`src/iowdt_pkg.sv`:
```
// Constants shared by the I/O port watchdog files
package iowdt_pkg;
    localparam logic [15:0] PORT_ADDR = 16'h0443;
    localparam logic [7:0] CODE_MIN = 8'h01;
    localparam logic [7:0] CODE_MAX = 8'h3E;
    localparam logic [7:0] CODE_RESET = 8'h00;
    localparam int SEC_NS = 1000000000;
    localparam int CLK_NS = 8;
    localparam int TICKS_PER_SEC = SEC_NS / CLK_NS;
    localparam int CNT_W = 27;
    localparam logic [4:0] RESET_PULSE_CYC = 5'h10;
endpackage : iowdt_pkg

```
`src/iowdt_tick_if.sv`:
```
// One-second time base link between watchdog core and prescaler
`timescale 1ns/1ps
interface iowdt_tick_if;
    logic restart;
    logic tick;
    modport ctl (output restart, input tick);
    modport gen (input restart, output tick);
endinterface : iowdt_tick_if

```
`src/iowdt_prescaler.sv`:
```
// Divides mclk down to a one-cycle pulse once per second
`timescale 1ns/1ps
module iowdt_prescaler #(
    parameter int TICKS = iowdt_pkg::TICKS_PER_SEC
) (
    input wire logic mclk,
    input wire logic rstn,
    iowdt_tick_if.gen tickIf
);
    typedef struct packed {
        logic [iowdt_pkg::CNT_W-1:0] cnt;
        logic tick;
    } iowdt_pre_type;

    localparam logic [iowdt_pkg::CNT_W-1:0] LAST =
        iowdt_pkg::CNT_W'(TICKS - 1);

    iowdt_pre_type q;
    iowdt_pre_type d;

    always_comb begin
        d = q;
        // Restart realigns the second so a fresh interval is whole
        d.tick = !tickIf.restart && (q.cnt == LAST);
        if (tickIf.restart || q.cnt == LAST) begin
            d.cnt = '0;
        end else begin
            d.cnt = q.cnt + 1'b1;
        end
    end

    always_ff @(posedge mclk or negedge rstn) begin
        if (!rstn) begin
            q <= '0;
        end else begin
            q <= d;
        end
    end

    assign tickIf.tick = q.tick;
endmodule : iowdt_prescaler

```
`src/iowdt_core.sv`:
```
// Watchdog timer behind one 8-bit host I/O port
// Operation
// - Port write of a code 01..3E loads interval and starts countdown; any other code stops it
// - Codes 01..3E give 1..62 seconds
// - Each rewrite with a valid code reloads countdown with new code
// - Port read stops and disables countdown
// - Expiry asserts CPU reset or interrupt
`timescale 1ns/1ps
module iowdt_core #(
    parameter int TICKS_PER_SEC = iowdt_pkg::TICKS_PER_SEC
) (
    input wire logic mclk,
    input wire logic rstn,
    input wire logic [15:0] ioAddr,
    input wire logic ioWr,
    input wire logic ioRd,
    input wire logic [7:0] ioWrData,
    output logic [7:0] ioRdData,
    input wire logic resetMode,
    output logic cpuResetOut,
    output logic irqOut,
    output logic wdtActive
);
    typedef struct packed {
        logic enabled;
        logic [7:0] code;
        logic [5:0] secsLeft;
        logic [7:0] rdData;
        logic irq;
        logic [4:0] rstCnt;
        // Reset pin comes straight from a flop
        logic rstOut;
        // Two stages for the mode strap, which comes from a pin
        logic modeMeta;
        logic modeSync;
        // Assertion helper: cycles the reset pin has stood high
        logic [4:0] pulseRun;
    } iowdt_state_type;

    iowdt_state_type q;
    iowdt_state_type d;
    iowdt_tick_if tickIf ();
    logic portHit;
    logic wrHit;
    logic rdHit;
    logic codeValid;
    logic expire;
    logic strayAccess;

    // Restarted by every port write, so a refresh starts a whole second
    iowdt_prescaler #(
        .TICKS(TICKS_PER_SEC)
    ) u_prescaler (
        .mclk(mclk),
        .rstn(rstn),
        .tickIf(tickIf.gen)
    );

    // Only the one port decodes; every other address is ignored
    assign portHit = (ioAddr == iowdt_pkg::PORT_ADDR);
    assign wrHit = ioWr && portHit;
    assign strayAccess = (ioWr || ioRd) && !portHit;
    // A write in the same cycle as a read wins
    assign rdHit = ioRd && portHit && !ioWr;
    assign codeValid = (ioWrData >= iowdt_pkg::CODE_MIN) &&
        (ioWrData <= iowdt_pkg::CODE_MAX);
    // An access in the expiry cycle wins, so no action follows it
    assign expire = q.enabled && !wrHit && !rdHit && tickIf.tick &&
        (q.secsLeft == 6'h01);

    always_comb begin
        d = q;
        tickIf.restart = 1'b0;
        // Strap is only read after both stages
        d.modeMeta = resetMode;
        d.modeSync = q.modeMeta;
        if (q.rstCnt != 5'h00) begin
            d.rstCnt = q.rstCnt - 1'b1;
        end
        if (wrHit) begin
            d.code = ioWrData;
            d.enabled = codeValid;
            d.secsLeft = codeValid ? ioWrData[5:0] : 6'h00;
            d.irq = 1'b0;
            tickIf.restart = 1'b1;
        end else if (rdHit) begin
            d.rdData = q.code;
            d.enabled = 1'b0;
            d.irq = 1'b0;
        end else if (q.enabled && tickIf.tick) begin
            if (expire) begin
                d.enabled = 1'b0;
                // Strap is static; a late change moves only one expiry
                if (q.modeSync) begin
                    d.rstCnt = iowdt_pkg::RESET_PULSE_CYC;
                end else begin
                    d.irq = 1'b1;
                end
            end else begin
                d.secsLeft = q.secsLeft - 1'b1;
            end
        end
        // Taken from the next count so the pulse keeps its timing
        d.rstOut = (d.rstCnt != 5'h00);
        if (!q.rstOut) begin
            d.pulseRun = 5'h00;
        end else if (q.pulseRun != 5'h1F) begin
            d.pulseRun = q.pulseRun + 1'b1;
        end
    end

    always_ff @(posedge mclk or negedge rstn) begin
        if (!rstn) begin
            q <= '{enabled: 1'b0, code: iowdt_pkg::CODE_RESET,
                secsLeft: 6'h00, rdData: 8'h00, irq: 1'b0,
                rstCnt: 5'h00, rstOut: 1'b0, modeMeta: 1'b0,
                modeSync: 1'b0, pulseRun: 5'h00};
        end else begin
            q <= d;
        end
    end

    assign ioRdData = q.rdData;
    assign cpuResetOut = q.rstOut;
    assign irqOut = q.irq;
    assign wdtActive = q.enabled;
endmodule : iowdt_core

```
`config.mk`:
```
export PLATFORM = sky130hd
export DESIGN_NAME = iowdt_core
export DESIGN_NICKNAME = d
export VERILOG_FILES = /design/src/iowdt_pkg.sv /design/src/iowdt_tick_if.sv /design/src/iowdt_prescaler.sv /design/src/iowdt_core.sv
export SDC_FILE = /design/constraint.sdc
export NUM_CORES = 1
export LEC_CHECK = 0
export ABC_AREA = 0
export BUFFER_PORTS_ARGS = -buffer_cell sky130_fd_sc_hd__buf_2
export CAP_MARGIN = 10
export CORE_ASPECT_RATIO = 1.75
export CORE_MARGIN = 1
export CORE_UTILIZATION = 55
export DETAILED_ROUTE_END_ITERATION = 10
export PLACE_DENSITY_LB_ADDON = 0.3
export SETUP_SLACK_MARGIN = 0.1
export SLEW_MARGIN = 20
export SYNTH_ARGS = -nofsm -noshare
export SYNTH_HDL_FRONTEND = slang
export SYNTH_SLANG_ARGS = --single-unit
```
`constraint.sdc`:
```
create_clock -name mclk -period 2.2 [get_ports mclk]
set_input_delay 0 -clock mclk [delete_from_list [all_inputs] [get_ports mclk]]
set_output_delay 0 -clock mclk [all_outputs]
set_load 0.03 [all_outputs]
```
==> flow_metrics.env <==
export IMPL_crit_path_end_kind="flop"
export IMPL_crit_path_max_incr_delay_ps=580
export IMPL_status="finished clean"
export IMPL_finish_utilization=0.6800
export IMPL_fin_skew_ps=11.65
export IMPL_r2r_slack_ps=230
export IMPL_drtIter0Drc=96
export IMPL_switching_share=0.2844
export IMPL_synth_top_family_by_area="simple AND/OR/NAND/NOR gates"
export IMPL_synth_nets=319
export IMPL_cp_start_kind="flop"
export IMPL_syn_inst=285
export IMPL_drive_gt1_frac=0.2667
export IMPL_min_period_over_period=0.8944
export IMPL_worstPathRequired_ps=2420
export IMPL_layout_commonest_cell="dfrtp_1"
export IMPL_grt_pass1_vias=2426
export IMPL_antennaDiodeCount=0
export IMPL_cts_root_buffer="clkbuf_8"
export IMPL_min_to="irqOut"
export IMPL_grt_start_max_net_pins=36
export IMPL_power_density_nw_per_um2=732.1
export IMPL_ys_flop_type="dfrtp_1"
export IMPL_async_flop_share=1.000
export IMPL_cp_max_fo=26
export IMPL_fp_dieH_microns=100.4
export IMPL_dieWidth_microns=58.24
export IMPL_final_max_slew_viol_count=0
export IMPL_coreArea_sq_um=5299
export IMPL_clkPwrFrac=0.371
export IMPL_path_cells="nand2b_1 -> or4_1 -> or4_4 -> nand2_8 -> nor2_1"
export IMPL_internal_power_mw=1.888
export IMPL_tns_ps=0
export IMPL_r2r_end="u_prescaler.q[23]"
export IMPL_worst_setup_path_type="flop to flop"
export IMPL_nets=374
export IMPL_clockBufferDepth=2
export IMPL_n_fill_cell=428
export IMPL_synth_mux_area_frac=0.06617
export IMPL_clk_latency_ps=340
export IMPL_synth_seq_cells=60
export IMPL_max_freq_mhz=508.2
export IMPL_syn_area_sq_um=3044
export IMPL_final_cell_mix="60 x dfrtp_1, 39 x buf_2, 38 x nor2_1"
export IMPL_cts_htree_levels=3
export IMPL_antenna_found_initial=0
export IMPL_rsz0062_at_grt="false"
export IMPL_place_gp_congestion=0.8670
export IMPL_synthToLayoutAreaGrowth_pct=18.37
export IMPL_cts_inserted_buffers=9
export IMPL_worstHoldStart="ioRd"
export IMPL_grt_pass1_wl_microns=10730
export IMPL_finalWirelength_microns=6476
export IMPL_post_route_min_period_ps=1968
export IMPL_avgSynthCellArea_sq_um=10.68
export IMPL_seqPwrFrac=0.485
export IMPL_synth_simple_area_share=0.2363
export IMPL_hold_viol=0
export IMPL_holdPathStages=3
export IMPL_io_pins=40
export IMPL_clkTransAtPathRegs_ps=70
export IMPL_p_switching_mw=0.7504
export IMPL_cts_tree="built"
export IMPL_grt_total_usage=0.2467
export IMPL_synth_compound_area_frac=0.05055
export IMPL_synth_xor_area_frac=0.09207
export IMPL_setup_ws_ps=232.4
export IMPL_critical_path_slowest_cell="or4_4"
export IMPL_dieArea_sq_um=5848
export IMPL_routedWlPerCell_microns=15.46
export IMPL_place_ws_ps=3.100
export IMPL_postRouteAntennaNets=0
export IMPL_r2r_start="u_prescaler.q[8]"
export IMPL_synth_edf_count=0
export IMPL_synthAdderAreaFrac=0.02055
export IMPL_gr_total_overflow=0
export IMPL_initial_core_util=0.5745
export IMPL_seq_area_frac_synth=0.4932
export IMPL_synth_top_cell_area_share=0.4932
export IMPL_vias_per_cell=5.506
export IMPL_vias=2307
export IMPL_vdd_drop_max_v=0.0004878
export IMPL_cts_sinks=60
export IMPL_p_leak_nw=1.662
export IMPL_postCtsSetupBuffers=0
export IMPL_synth_cell_types=44
export IMPL_row_count=35
export IMPL_cp_arrival_ps=2190
export IMPL_min_path_type="primary input to flop"
export IMPL_drc_errors=0
export IMPL_relSlewSlack=0.4889
export IMPL_port_buffers=39
export IMPL_maxCapViolations=0
export IMPL_yosysTopAreaCell="dfrtp_1"
export IMPL_power_frac_comb=0.144
export IMPL_worst_pin_slew_ps=766.7
export IMPL_dpl_hpwl_microns=4634
export IMPL_setup_viol=0
export IMPL_synth_area_leaders="dfrtp_1 49%, mux2_2 6.3%, xnor2_1 5.5%"
export IMPL_firstDrtPassIters=4
export IMPL_r2r_worst_path_cells=5
export IMPL_yosys_warnings=0
## logic make-up after synthesis
group / Yosys count
AND/OR/NAND/NOR: 131
AO/OA/AOI/OAI: 20
multiplexers: 18
adder cells (fa/ha/maj): 5
flip-flops: 60
XOR/XNOR: 32
buffers and inverters: 19
## layer usage
| metal | up-vias | wire length, microns | GRT usage |
|---|---|---|---|
| met3 | 10 | 228 | 0.05928 |
| met5 | - | 0 | 0 |
| met2 | 59 | 3661 | 0.4686 |
| li1 | 1105 | - | - |
| met4 | 0 | 116 | 0.1044 |
| met1 | 1133 | 2469 | 0.2451 |
## Yosys cell counts, types with 2 or more instances
cell,n
buf_4,8
nand4_1,7
nand2_1,20
nor4bb_1,2
inv_1,7
dfrtp_1,60
nor4_1,7
nor3_1,11
and2_1,3
nor2_1,38
or2_2,2
a21oi_1,6
nand3_1,11
a211oi_1,2
and4_1,6
xor2_1,13
and3_1,5
buf_8,2
ha_1,5
mux2_2,17
xnor2_1,19
a22o_1,6
and3_2,3
nor4b_1,5
## power groups by stage
stage	sequential, mW	clock (mW)	combinational [mW]
final	1.28	0.978	0.380
after global routing	1.29	1.05	0.427
after CTS	1.28	0.993	0.379
after detailed placement	1.30	0	0.352
after global placement	1.29	0	0.340
after floorplan	1.29	0	0.229
## sequential cells by signal, summed over array words and instances, names as in the netlist
register	cells
irqOut	1
cpuResetOut	1
u_prescaler.q	27
q	20
u_prescaler.tickIf.tick	1
d	1
ioRdData	8
wdtActive	1
## worst max-delay path, delay by kind of cell (launching register included)
family	cells	cell delay, ps
AND/OR/NAND/NOR	5	1480
flip-flops	1	370
## stage by stage
step	power (mW)	std cells	hold WS, ps	cell area (sq um)
after floorplan	1.517	285	-295.6	3044
after detailed placement	1.647	392	106.6	3278
after global placement	1.635	392	105.6	3278
after CTS	2.652	419	75.79	3592
after global routing	2.765	419	74.32	3603
final	2.638	419	92.96	3603
## layout make-up
class / count / area (sq um) / area share
Clock buffer: 9 / 123.9 / 0.03438
Clock inverter: 7 / 75.07 / 0.02083
Inverter: 7 / 26.28 / 0.007292
Multi-Input combinational cell: 206 / 1434 / 0.3979
Sequential cell: 60 / 1501 / 0.4167
Tap cell: 74 / 92.59 / 0.02569
Timing Repair Buffer: 56 / 350.3 / 0.09722
## what timing repair did
item / CTS / global route
endpoints found under the hold margin: 49 / 0
pin swaps: 0 / 1
hold buffers: 11 / 0
gates resized for setup: 1 / 2
endpoints found under the setup margin: 4 / 33
## worst max-delay path by stage
stage	from	endpoint	slack, ps
2_1_floorplan	q[23]	cpuResetOut	210
3_3_place_gp	q[23]	q[24]	60
3_5_place_dp	q[23]	q[24]	3
4_1_cts	q[23]	q[11]	100
5_1_grt	u_prescaler.q[18]	u_prescaler.q[24]	150
6_report	u_prescaler.q[8]	u_prescaler.q[23]	230
Note: power is estimated with default switching activity, not from simulation.
